$ cat config.mk
export PLATFORM = sky130hd
export DESIGN_NAME = msdb_top
export DESIGN_NICKNAME = d
export VERILOG_FILES = /design/src/verilog/msdb_pkg.sv /design/src/verilog/msdb_top.sv
export SDC_FILE = /design/constraint.sdc
export NUM_CORES = 1
export LEC_CHECK = 0
export ABC_AREA = 0
export BUFFER_PORTS_ARGS = -buffer_cell sky130_fd_sc_hd__buf_2
export CORE_UTILIZATION = 30
export DETAILED_ROUTE_END_ITERATION = 7
export GPL_TIMING_DRIVEN = 0
export PLACE_DENSITY = 0.46
export SYNTH_ARGS = -nofsm -noshare
export SYNTH_HDL_FRONTEND = slang
export SYNTH_SLANG_ARGS = --single-unit
$ cat constraint.sdc
create_clock -name clk -period 7.6 [get_ports clk]
set_clock_uncertainty 0.1 [all_clocks]
set_input_delay 1.9 -clock clk [delete_from_list [all_inputs] [get_ports clk]]
set_output_delay 1.9 -clock clk [all_outputs]
set_load 0.1 [all_outputs]
$ cat src/verilog/msdb_pkg.sv
// constants and types of the mode sense data builder
package msdb_pkg;
    // stream layout
    localparam logic [7:0] TOTAL_BYTES     = 8'h24;
    localparam logic [7:0] MODE_DATA_LEN   = 8'h23;
    localparam logic [7:0] BLK_DESC_LEN    = 8'h08;
    localparam logic [7:0] HDR_WP_CLEAR    = 8'h00;
    localparam logic [7:0] DENSITY_CODE    = 8'h00;
    localparam logic [7:0] NUM_BLOCKS_BYTE = 8'h00;
    localparam logic [23:0] BLOCK_LENGTH   = 24'h000200;
    localparam logic [5:0] FMT_PAGE_CODE   = 6'h03;
    localparam logic [7:0] FMT_PAGE_LEN    = 8'h16;
    localparam logic       FMT_SAVEABLE    = 1'h0;
    // format page values
    localparam logic [15:0] TRACKS_PER_ZONE = 16'h0006;
    localparam logic [15:0] ALT_SECT_DFLT   = 16'h0001;
    localparam logic [15:0] ALT_TRK_ZONE    = 16'h0000;
    localparam logic [15:0] ALT_TRK_VOL     = 16'h0000;
    localparam logic [15:0] SECT_PER_TRACK  = 16'h005c;
    localparam logic [15:0] BYTES_PER_SECT  = 16'h0200;
    localparam logic [15:0] INTERLEAVE      = 16'h0001;
    localparam logic [15:0] TRACK_SKEW      = 16'h0013;
    localparam logic [15:0] CYL_SKEW        = 16'h0019;
    localparam logic       SOFT_SECTOR     = 1'h1;
    localparam logic       HARD_SECTOR     = 1'h0;
    localparam logic       REMOVABLE       = 1'h0;
    localparam logic       SURFACE_ORDER   = 1'h0;
    localparam logic       INHIBIT_SAVE    = 1'h0;
    // byte positions in the stream
    localparam logic [7:0] IDX_HDR_LEN  = 8'h00;
    localparam logic [7:0] IDX_HDR_WP   = 8'h02;
    localparam logic [7:0] IDX_HDR_BDL  = 8'h03;
    localparam logic [7:0] IDX_BD_DENS  = 8'h04;
    localparam logic [7:0] IDX_BD_NB0   = 8'h05;
    localparam logic [7:0] IDX_BD_NB2   = 8'h07;
    localparam logic [7:0] IDX_BD_RSVD  = 8'h08;
    localparam logic [7:0] IDX_BD_BL0   = 8'h09;
    localparam logic [7:0] IDX_BD_BL1   = 8'h0a;
    localparam logic [7:0] IDX_BD_BL2   = 8'h0b;
    localparam logic [7:0] IDX_PAGE     = 8'h0c;
    // format page byte offsets
    localparam logic [4:0] PG_HDR   = 5'h00;
    localparam logic [4:0] PG_LEN   = 5'h01;
    localparam logic [4:0] PG_TPZ   = 5'h02;
    localparam logic [4:0] PG_ASZ   = 5'h04;
    localparam logic [4:0] PG_ATZ   = 5'h06;
    localparam logic [4:0] PG_ATV   = 5'h08;
    localparam logic [4:0] PG_SPT   = 5'h0a;
    localparam logic [4:0] PG_BPS   = 5'h0c;
    localparam logic [4:0] PG_ILV   = 5'h0e;
    localparam logic [4:0] PG_TSK   = 5'h10;
    localparam logic [4:0] PG_CSK   = 5'h12;
    localparam logic [4:0] PG_FLAGS = 5'h14;
    // page control
    localparam logic [1:0] PCF_CURRENT    = 2'h0;
    localparam logic [1:0] PCF_CHANGEABLE = 2'h1;
    localparam logic [1:0] PCF_DEFAULT    = 2'h2;
    localparam logic [1:0] PCF_SAVED      = 2'h3;
    // register map
    localparam logic [7:0] REG_CUR_ALT   = 8'h00;
    localparam logic [7:0] REG_SAVED_ALT = 8'h04;
    localparam logic [7:0] REG_STATUS    = 8'h08;
    localparam logic [7:0] REG_COUNT     = 8'h0c;

    typedef struct packed {
        logic [1:0] page_control_field;
        logic [7:0] alloc_len;
    } msdb_cmd_t;

    typedef struct packed {
        logic [7:0] data;
        logic       last;
    } msdb_byte_t;

    typedef enum logic [2:0] {
        ST_IDLE = 3'b001,
        ST_SEND = 3'b010,
        ST_DONE = 3'b100
    } msdb_state_t;
endpackage

$ cat src/verilog/msdb_top.sv
// mode sense data builder: header, block descriptor and format page stream
`timescale 1ns/1ps

// Contract
// (RULE_01) first byte counts following mode bytes
// (RULE_02) write-protect bit always zero
// (RULE_03) descriptor length eight, one descriptor
// (RULE_04) density, block count, reserved all zero
// (RULE_05) saveable flag only on saveable pages
// (RULE_06) format page code 03h, length 16h
// (RULE_07) six tracks per defect zone
// (RULE_08) one alternate sector per zone default
// (RULE_09) alternate tracks per zone/volume zero
// (RULE_10) 92 sectors per track reported
// (RULE_11) 512 bytes per physical sector
// (RULE_12) interleave factor one
// (RULE_13) track skew 19 sectors
// (RULE_14) cylinder skew 25 sectors
// (RULE_15) soft sector one, hard sector zero
// (RULE_16) removable flag zero
// (RULE_17) surface flag zero
// (RULE_18) inhibit save zero, page read-only
// (RULE_19) stop at allocation length or data end
// (RULE_20) page control selects value set
// (RULE_21) block length field 200h
// (RULE_22) reserved bits and bytes zero
module msdb_top (
    input  wire logic               clk,
    input  wire logic               nrst,
    input  wire logic               ce,
    input  wire logic               cmd_start,
    input  wire msdb_pkg::msdb_cmd_t cmd,
    output msdb_pkg::msdb_byte_t     dout,
    output logic                     dout_valid,
    input  wire logic               dout_ready,
    output logic                     busy,
    output logic                     done,
    input  wire logic [7:0]          reg_addr,
    input  wire logic [31:0]         reg_wdata,
    input  wire logic                reg_wr,
    input  wire logic                reg_rd,
    output logic [31:0]              reg_rdata
);

    logic [1:0]            rst_sync_reg;
    logic                  rst_n;
    msdb_pkg::msdb_state_t state_reg;
    msdb_pkg::msdb_state_t state_next;
    logic [7:0]            idx_reg;
    logic [7:0]            idx_next;
    logic [7:0]            limit_reg;
    logic [7:0]            limit_next;
    logic [1:0]            pcf_reg;
    logic [1:0]            pcf_next;
    msdb_pkg::msdb_byte_t  out_reg;
    msdb_pkg::msdb_byte_t  out_next;
    logic                  valid_reg;
    logic                  valid_next;
    logic [7:0]            sent_reg;
    logic [7:0]            sent_next;
    logic [15:0]           cur_alt_reg;
    logic [15:0]           cur_alt_next;
    logic [15:0]           saved_alt_reg;
    logic [15:0]           saved_alt_next;
    logic [31:0]           rdata_reg;
    logic [31:0]           rdata_next;
    logic                  take;
    logic [7:0]            limit_calc;
    logic [7:0]            first_byte;
    logic [7:0]            next_byte;

    // reset release through two flops
    always_ff @(posedge clk or negedge nrst) begin
        if (!nrst) begin
            rst_sync_reg <= 2'h0;
        end else begin
            rst_sync_reg <= {rst_sync_reg[0], 1'h1};
        end
    end
    assign rst_n = rst_sync_reg[1];

    // alternate-sector value of the chosen value set
    function automatic logic [15:0] alt_select(
        input logic [1:0]  pcf,
        input logic [15:0] cur_alt,
        input logic [15:0] saved_alt
    );
        logic [15:0] alt;
        alt = 16'h0000;
        unique case (pcf) // RULE_20
            msdb_pkg::PCF_CURRENT: begin
                alt = cur_alt;
            end
            msdb_pkg::PCF_CHANGEABLE: begin
                alt = 16'h0000; // RULE_18
            end
            msdb_pkg::PCF_DEFAULT: begin
                alt = msdb_pkg::ALT_SECT_DFLT; // RULE_08
            end
            msdb_pkg::PCF_SAVED: begin
                alt = saved_alt;
            end
        endcase
        return alt;
    endfunction

    // header and block descriptor bytes
    function automatic logic [7:0] head_byte(
        input logic [7:0] idx
    );
        logic [7:0] b;
        b = 8'h00; // RULE_22
        unique case (idx)
            msdb_pkg::IDX_HDR_LEN: begin
                b = msdb_pkg::MODE_DATA_LEN; // RULE_01
            end
            msdb_pkg::IDX_HDR_WP: begin
                b = msdb_pkg::HDR_WP_CLEAR; // RULE_02
            end
            msdb_pkg::IDX_HDR_BDL: begin
                b = msdb_pkg::BLK_DESC_LEN; // RULE_03
            end
            msdb_pkg::IDX_BD_DENS: begin
                b = msdb_pkg::DENSITY_CODE; // RULE_04
            end
            msdb_pkg::IDX_BD_RSVD: begin
                b = 8'h00; // RULE_04
            end
            msdb_pkg::IDX_BD_BL0: begin
                b = msdb_pkg::BLOCK_LENGTH[23:16]; // RULE_21
            end
            msdb_pkg::IDX_BD_BL1: begin
                b = msdb_pkg::BLOCK_LENGTH[15:8]; // RULE_21
            end
            msdb_pkg::IDX_BD_BL2: begin
                b = msdb_pkg::BLOCK_LENGTH[7:0]; // RULE_21
            end
            default: begin
                if (idx >= msdb_pkg::IDX_BD_NB0 && idx <= msdb_pkg::IDX_BD_NB2) begin
                    b = msdb_pkg::NUM_BLOCKS_BYTE; // RULE_04
                end
            end
        endcase
        return b;
    endfunction

    // format page bytes, masked when only changeable bits are asked for
    function automatic logic [7:0] page_byte(
        input logic [4:0]  pg,
        input logic [15:0] alt,
        input logic        chg
    );
        logic [7:0] b;
        b = 8'h00; // RULE_22
        unique case (pg)
            msdb_pkg::PG_HDR: begin
                b = {msdb_pkg::FMT_SAVEABLE, 1'h0, msdb_pkg::FMT_PAGE_CODE}; // RULE_05 RULE_06
            end
            msdb_pkg::PG_LEN: begin
                b = msdb_pkg::FMT_PAGE_LEN; // RULE_06
            end
            msdb_pkg::PG_TPZ: begin
                b = msdb_pkg::TRACKS_PER_ZONE[15:8]; // RULE_07
            end
            msdb_pkg::PG_TPZ + 5'h1: begin
                b = msdb_pkg::TRACKS_PER_ZONE[7:0]; // RULE_07
            end
            msdb_pkg::PG_ASZ: begin
                b = alt[15:8]; // RULE_08
            end
            msdb_pkg::PG_ASZ + 5'h1: begin
                b = alt[7:0]; // RULE_08
            end
            msdb_pkg::PG_ATZ: begin
                b = msdb_pkg::ALT_TRK_ZONE[15:8]; // RULE_09
            end
            msdb_pkg::PG_ATZ + 5'h1: begin
                b = msdb_pkg::ALT_TRK_ZONE[7:0]; // RULE_09
            end
            msdb_pkg::PG_ATV: begin
                b = msdb_pkg::ALT_TRK_VOL[15:8]; // RULE_09
            end
            msdb_pkg::PG_ATV + 5'h1: begin
                b = msdb_pkg::ALT_TRK_VOL[7:0]; // RULE_09
            end
            msdb_pkg::PG_SPT: begin
                b = msdb_pkg::SECT_PER_TRACK[15:8]; // RULE_10
            end
            msdb_pkg::PG_SPT + 5'h1: begin
                b = msdb_pkg::SECT_PER_TRACK[7:0]; // RULE_10
            end
            msdb_pkg::PG_BPS: begin
                b = msdb_pkg::BYTES_PER_SECT[15:8]; // RULE_11
            end
            msdb_pkg::PG_BPS + 5'h1: begin
                b = msdb_pkg::BYTES_PER_SECT[7:0]; // RULE_11
            end
            msdb_pkg::PG_ILV: begin
                b = msdb_pkg::INTERLEAVE[15:8]; // RULE_12
            end
            msdb_pkg::PG_ILV + 5'h1: begin
                b = msdb_pkg::INTERLEAVE[7:0]; // RULE_12
            end
            msdb_pkg::PG_TSK: begin
                b = msdb_pkg::TRACK_SKEW[15:8]; // RULE_13
            end
            msdb_pkg::PG_TSK + 5'h1: begin
                b = msdb_pkg::TRACK_SKEW[7:0]; // RULE_13
            end
            msdb_pkg::PG_CSK: begin
                b = msdb_pkg::CYL_SKEW[15:8]; // RULE_14
            end
            msdb_pkg::PG_CSK + 5'h1: begin
                b = msdb_pkg::CYL_SKEW[7:0]; // RULE_14
            end
            msdb_pkg::PG_FLAGS: begin
                b = {msdb_pkg::SOFT_SECTOR, msdb_pkg::HARD_SECTOR, // RULE_15
                     msdb_pkg::REMOVABLE, // RULE_16
                     msdb_pkg::SURFACE_ORDER, // RULE_17
                     msdb_pkg::INHIBIT_SAVE, 3'h0}; // RULE_18
            end
            default: begin
                b = 8'h00; // RULE_22
            end
        endcase
        // changeable mask: nothing on this page may be altered
        if (chg && pg >= msdb_pkg::PG_TPZ) begin
            b = 8'h00; // RULE_20
        end
        return b;
    endfunction

    // one byte of the stream by position
    function automatic logic [7:0] stream_byte(
        input logic [7:0]  idx,
        input logic [1:0]  pcf,
        input logic [15:0] cur_alt,
        input logic [15:0] saved_alt
    );
        logic [4:0] pg;
        logic [7:0] b;
        pg = 5'(idx - msdb_pkg::IDX_PAGE);
        b  = 8'h00; // RULE_22
        if (idx < msdb_pkg::IDX_PAGE) begin
            b = head_byte(idx);
        end else begin
            b = page_byte(pg, alt_select(pcf, cur_alt, saved_alt),
                          pcf == msdb_pkg::PCF_CHANGEABLE);
        end
        return b;
    endfunction

    assign take = valid_reg && dout_ready;

    // bytes to send: allocation length or all data, whichever is less
    always_comb begin
        if (cmd.alloc_len < msdb_pkg::TOTAL_BYTES) begin
            limit_calc = cmd.alloc_len; // RULE_19
        end else begin
            limit_calc = msdb_pkg::TOTAL_BYTES; // RULE_19
        end
        first_byte = stream_byte(8'h00, cmd.page_control_field, cur_alt_reg, saved_alt_reg);
        next_byte  = stream_byte(8'(idx_reg + 8'h01), pcf_reg, cur_alt_reg, saved_alt_reg);
    end

    // stream state
    always_comb begin
        state_next = state_reg;
        idx_next   = idx_reg;
        limit_next = limit_reg;
        pcf_next   = pcf_reg;
        out_next   = out_reg;
        valid_next = valid_reg;
        sent_next  = sent_reg;
        unique case (state_reg)
            msdb_pkg::ST_IDLE: begin
                if (cmd_start) begin
                    pcf_next   = cmd.page_control_field; // RULE_20
                    limit_next = limit_calc;
                    idx_next   = 8'h00;
                    sent_next  = 8'h00;
                    if (limit_calc == 8'h00) begin
                        state_next = msdb_pkg::ST_DONE; // RULE_19
                    end else begin
                        state_next    = msdb_pkg::ST_SEND;
                        out_next.data = first_byte;
                        out_next.last = (limit_calc == 8'h01);
                        valid_next    = 1'h1;
                    end
                end
            end
            msdb_pkg::ST_SEND: begin
                if (take) begin
                    sent_next = 8'(sent_reg + 8'h01);
                    if (out_reg.last) begin
                        out_next   = '0;
                        valid_next = 1'h0;
                        state_next = msdb_pkg::ST_DONE; // RULE_19
                    end else begin
                        idx_next      = 8'(idx_reg + 8'h01);
                        out_next.data = next_byte;
                        out_next.last = (8'(idx_reg + 8'h02) == limit_reg); // RULE_19
                    end
                end
            end
            msdb_pkg::ST_DONE: begin
                state_next = msdb_pkg::ST_IDLE;
            end
        endcase
    end

    always_ff @(posedge clk or negedge rst_n) begin
        if (!rst_n) begin
            state_reg <= msdb_pkg::ST_IDLE;
            idx_reg   <= 8'h00;
            limit_reg <= 8'h00;
            pcf_reg   <= 2'h0;
            out_reg   <= '0;
            valid_reg <= 1'h0;
            sent_reg  <= 8'h00;
        end else if (ce) begin
            state_reg <= state_next;
            idx_reg   <= idx_next;
            limit_reg <= limit_next;
            pcf_reg   <= pcf_next;
            out_reg   <= out_next;
            valid_reg <= valid_next;
            sent_reg  <= sent_next;
        end
    end

    // register file
    always_comb begin
        cur_alt_next   = cur_alt_reg;
        saved_alt_next = saved_alt_reg;
        rdata_next     = 32'h0000_0000;
        if (reg_wr) begin
            unique case (reg_addr)
                msdb_pkg::REG_CUR_ALT:   cur_alt_next = reg_wdata[15:0];
                msdb_pkg::REG_SAVED_ALT: saved_alt_next = reg_wdata[15:0];
                default: begin
                end
            endcase
        end
        if (reg_rd) begin
            unique case (reg_addr)
                msdb_pkg::REG_CUR_ALT:   rdata_next = {16'h0000, cur_alt_reg};
                msdb_pkg::REG_SAVED_ALT: rdata_next = {16'h0000, saved_alt_reg};
                msdb_pkg::REG_STATUS: begin
                    rdata_next = {27'h0, pcf_reg, valid_reg, state_reg == msdb_pkg::ST_DONE,
                                  state_reg != msdb_pkg::ST_IDLE};
                end
                msdb_pkg::REG_COUNT: rdata_next = {16'h0000, limit_reg, sent_reg};
                default:             rdata_next = 32'h0000_0000;
            endcase
        end
    end

    always_ff @(posedge clk or negedge rst_n) begin
        if (!rst_n) begin
            cur_alt_reg   <= msdb_pkg::ALT_SECT_DFLT; // RULE_08
            saved_alt_reg <= msdb_pkg::ALT_SECT_DFLT; // RULE_08
            rdata_reg     <= 32'h0000_0000;
        end else if (ce) begin
            cur_alt_reg   <= cur_alt_next;
            saved_alt_reg <= saved_alt_next;
            rdata_reg     <= rdata_next;
        end
    end

    assign dout       = out_reg;
    assign dout_valid = valid_reg;
    assign busy       = (state_reg != msdb_pkg::ST_IDLE);
    assign done       = (state_reg == msdb_pkg::ST_DONE);
    assign reg_rdata  = rdata_reg;

endmodule

======== Yosys cells after proc, flatten, opt, wreduce, memory -nomap -nowiden ========
Index checks and enable logic that the tools add are counted.
operators by class
  reduce and logical (&&, ||, !) cells .... 16
  equality and inequality tests ........... 29
  mux-type cells .......................... 29
  $lt $le $gt $ge ......................... 3
  add/subtract/negate cells ............... 4
operator list
  operator               number
  $pmux W16 S4           2
  $pmux W8 S11           1
  $mux W8                7
  $mux W9                4
  $pmux W8 S2            2
  $eq A8 B4 Y1 const B   3
  $logic_not A8 Y1       3
  $pmux W6 S3            1
  $pmux W9 S2            1
  $add A8 B1 Y8 const B  2
  $mux W16               1
  $eq A5 B4 Y1 const B   3
  $eq A5 B5 Y1 const B   3
  $mux W3                4
  $eq A5 B3 Y1 const B   2
  $ne A2 B2 Y1 const B   5
  $reduce_and A5 Y1      2
  $pmux W3 S3            1
  $reduce_and A3 Y1      3
  $add A8 B2 Y8 const B  1
  $eq A8 B1 Y1 const B   1
  $eq A8 B2 Y1 const B   1
  $eq A8 B3 Y1 const B   1
  $eq A8 B8 Y1           1
  other kinds (20)       26
word-level totals
  bits in registers ....................... 105
  output and inout bits ................... 44

======== Longest topological paths before layout ========
  depth in word-level cells ............... 9
  depth in mapped cells ................... 12
  gate-level depth less buffers ........... 11

======== Least setup slack after synthesis ========
OpenSTA, ideal clock, no wires.
  path type ............................... input to register
  from .................................... input reg_addr[4]
  to ...................................... register cur_alt_reg[10]
  arrival ................................. 3.273 ns
  buffers on the path ..................... 2
  slack ................................... 4.102 ns
  stages .................................. 7
  data required time ...................... 7.375 ns
  cells stage by stage .................... nor4_1 > nand2_1 > nor3b_1 > nor2b_1 > buf_2 > buf_4 > mux2_2
on the way
  word-level cells in the longest chain between the ends .. 2
RTL lines
  element                             RTL line         RTL
  start, declared                     msdb_top.sv:38   input wire logic [7:0] reg_addr,
  $logic_not A8 Y1                    msdb_top.sv:338  unique case (reg_addr)
  $reduce_and A3 Y1 (no source line)  -
  end signal, assigned                msdb_top.sv:361  cur_alt_reg <= msdb_pkg::ALT_SECT_DFLT;
  end signal, assigned                msdb_top.sv:365  cur_alt_reg <= cur_alt_next;
  end, declared                       msdb_top.sv:61   logic [15:0] cur_alt_reg;
Every way passes these cells.
A chain may end at the register's enable or synchronous reset.

======== Worst setup path in the final report ========
  from .................................... register state_reg[2]
  to ...................................... output busy
on the way
  word-level cells in the longest chain between the ends .. 1
RTL lines
  element                 RTL line         RTL
  start, declared         msdb_top.sv:47   msdb_pkg::msdb_state_t state_reg;
  start signal, assigned  msdb_top.sv:314  state_reg <= msdb_pkg::ST_IDLE;
  start signal, assigned  msdb_top.sv:322  state_reg <= state_next;
  $ne A3 B1 Y1            msdb_top.sv:373  assign busy = (state_reg != msdb_pkg::ST_IDLE);
  end, declared           msdb_top.sv:36   output logic busy,
Every way passes these cells.

==> results.md <==
- Worst vdd rail ir drop: 100 uV
- Number of distinct library cells after synthesis: 68
- Most common cell after layout, fill and taps aside: sky130_fd_sc_hd__dfrtp_1
- Share of the synthesized area in the top cell type: 42.5%
- Clock tree from TritonCTS: built
- Post-CTS Repair Setup Buffers: 0
- Port-buffer cells: 66
- Share of synthesized area occupied by flip-flops and latches: 44.1%
- Top cell type by total area after synthesis: sky130_fd_sc_hd__dfrtp_1
- Post-Place Worst Slack: 3.55 ns
- First-pass DRT Iterations: 7
- Number of rows in the core area: 47
- Count of antenna-violating nets left after detailed routing: 0
- Crit path kind: reg2out
- Total via count in the routed design: 4,019
- Worst-path cell chain: clkbuf_1 -> nor3b_2 -> inv_1 -> buf_2
- Post-CTS Hold Fix Bufs: 0
- Clock latency at the later pin of the worst-skew pair: 0.35 ns
- Number of warnings issued by yosys: 0
- Number of antenna violations at the first check in global routing: 0
- Overall fraction of global-route tracks in use: 16.7%
- Total Neg Setup Slack: 0 ns
- Area of all placed cells without fillers: 6070 um^2
- Maximum capacitance violations: 0
- Crit path DAT: 1.76 ns
- Max Clock Freq: 266 MHz
- Type of the most critical hold path: reg2async
- EDFF count, synth: 0
- Fraction of final layout cells with drive strength greater than 1: 28.7%
- Async S/R FF share, synth: 100%
- Synth area leaders: sky130_fd_sc_hd__dfrtp_1 (43%), sky130_fd_sc_hd__mux2_2 (7.1%), sky130_fd_sc_hd__o21ai_0 (3.4%), sky130_fd_sc_hd__nand2_1 (2.9%), sky130_fd_sc_hd__buf_4 (2.7%)
- Rel. slew slack: 45.2%
- Power density over the cells: 173 nW/um^2
- Vias in the first global route: 4,031
- Slowest Stage Delay on Critical Path: 0.36 ns
- CTS H-tree lvls: 3
- R2R depth: 12
- Initial standard-cell utilization of the core: 30.6%
- Clock tree root buffer cell: sky130_fd_sc_hd__clkbuf_16
- Number of diodes added for antenna fixing: 0
- Number of buffers created by CTS: 9
- Die footprint: 17,400 um^2
- Total of flip-flops plus latches after synthesis: 89
- Mapped Area: 5060 um^2
- Post-layout utilization of the core: 36.8%
- Required time at the endpoint of the critical path: 5.60 ns
- DR vias/cell: 4.97
- Final hold vios: 0
- Count of endpoints failing setup in the final report: 0
- Register clock-pin slew on the reported worst setup and hold paths: 0.06 ns
- Filler cells: 1,693
- Pins Over Slew Limit: 0
- Half-perimeter wire length of the detailed placement result: 10.6 mm
- Number of DRC markers after the initial detailed-route iteration: 230
- Violated checks: design-rule violations
- Detailed-route wire length per cell: 17.3 um
- Clock buffer depth: 2
- Critical Path Fanout Max: 10
- Worst setup slack after layout: 3.84 ns
- Status: complete, but fails checks
- Leakage Power: 0.00282 uW
- Worst Setup End Kind: output port
- Routability cong.: 0.821
- Least-Margin Pin Slew: 0.816 ns
- Highest-delay cell along the critical path: sky130_fd_sc_hd__dfrtp_1
- Number of instances in the synthesized netlist: 491
- Min Tclk post-route: 3.76 ns
- Largest net degree at the start of global routing: 57
- Die W: 132 um
- Grt total ovfl: 0
- First-pass GRT wire length: 22.3 mm
- Setup repair after global routing missed its margin: no
- CTS Sinks: 89
- DRC violation count after routing: 1
- Commonest cells after routing, fill and taps aside: sky130_fd_sc_hd__dfrtp_1 (85), sky130_fd_sc_hd__buf_2 (72), sky130_fd_sc_hd__nand2_1 (39), sky130_fd_sc_hd__nor2_1 (36), sky130_fd_sc_hd__o21ai_0 (34)
- Resized cells post-CTS: 0
- # nets final: 649
- Total wire length: 14.0 mm
- Synthesis-to-finish area growth: 20.0%
- Kind of start point of the critical path: register
- CORE AREA: 16,500 um^2
- Die outline height: 132 um
- Tcrit/Tclk final: 49.5%
- Main flop type after synthesis: sky130_fd_sc_hd__dfrtp_1
- Per-instance average area after synthesis: 10.3 um^2
- Post-DP Area: 5760 um^2
- Num ports: 101
[layer usage]
layer | vias up | global-route usage, % | wire (um)
met1 | 1965 | 23.0 | 6800
met5 | - | 0 | 0
li1 | 1950 | - | -
met3 | 14 | 3.58 | 578
met4 | 0 | 5.43 | 212
met2 | 90 | 26.1 | 6370
[logic make-up (layout without fill, tap and decap cells)]
family | Yosys count | count (layout) | share of synthesized area [%]
AND/OR/NAND/NOR | 142 | 142 | 14.5
AO/OA/AOI/OAI | 127 | 127 | 17.3
flip-flops | 89 | 89 | 44.1
buffers and inverters | 53 | 136 | 5.81
multiplexers | 49 | 49 | 11.7
XOR/XNOR | 21 | 21 | 4.50
adder cells (fa/ha/maj) | 8 | 8 | 1.98
other | 2 | 17 | 0.148
[power breakdown]
part / internal [uW] / leakage [uW] / switching (uW)
sequential: 479 / 0.00121 / 7.34
clock: 283 / 0.000156 / 194
combinational: 24.4 / 0.00145 / 60.3
total: 787 / 0.00282 / 262
[final timing paths]
kind | start | to | slack, ns
worst max-delay path | state_reg[2] | busy | 3.84
worst min-delay path | rst_sync_reg[1] | reg_rdata[4] | 0.18
worst max register to register | idx_reg[1] | dout[2] | 4.39
worst min register to register | rst_sync_reg[1] | reg_rdata[4] | 0.18
max in group asynchronous | nrst | rst_sync_reg[1] | 6.07
min in group clk | rst_sync_reg[0] | rst_sync_reg[1] | 0.25
[worst max-delay path, delay by kind of cell, from the launching register on]
family                 cells  cell delay [ns]
buffers and inverters      3             0.71
DFF                        1             0.36
and+or+nand+nor            1             0.35
[area by class of cell]
class	instances	area, um^2	area share, %
inverters	13	51.3	0.845
repair buffers	67	358	5.89
multi-input cells	364	2590	42.7
flip-flops and latches	89	2230	36.8
well taps	220	275	4.53
plain buffers	40	243	4.00
clock buffers	13	270	4.45
clock inverters	3	47.5	0.783
[per-stage QoR]
stage / hold slack, ns / total power, uW / instances
after CTS: 0.207 / 1060 / 809
after global placement: 0.236 / 578 / 792
after floorplan: 0.231 / 556 / 506
final: 0.185 / 1050 / 809
after global routing: 0.227 / 1090 / 809
after detailed placement: 0.201 / 582 / 793
[cell usage after synthesis, types with 9 or more instances]
| master | number |
|---|---|
| sky130_fd_sc_hd__mux2_2 | 32 |
| sky130_fd_sc_hd__inv_1 | 11 |
| sky130_fd_sc_hd__a21oi_1 | 26 |
| sky130_fd_sc_hd__o2bb2ai_1 | 11 |
| sky130_fd_sc_hd__nand3_1 | 9 |
| sky130_fd_sc_hd__o21ai_0 | 34 |
| sky130_fd_sc_hd__dfrtp_1 | 86 |
| sky130_fd_sc_hd__clkbuf_1 | 14 |
| sky130_fd_sc_hd__nor2_1 | 36 |
| sky130_fd_sc_hd__buf_4 | 18 |
| sky130_fd_sc_hd__mux2i_1 | 12 |
| sky130_fd_sc_hd__nand2_1 | 39 |
| sky130_fd_sc_hd__a22oi_1 | 14 |
Note: power is estimated with default switching activity, not from simulation.
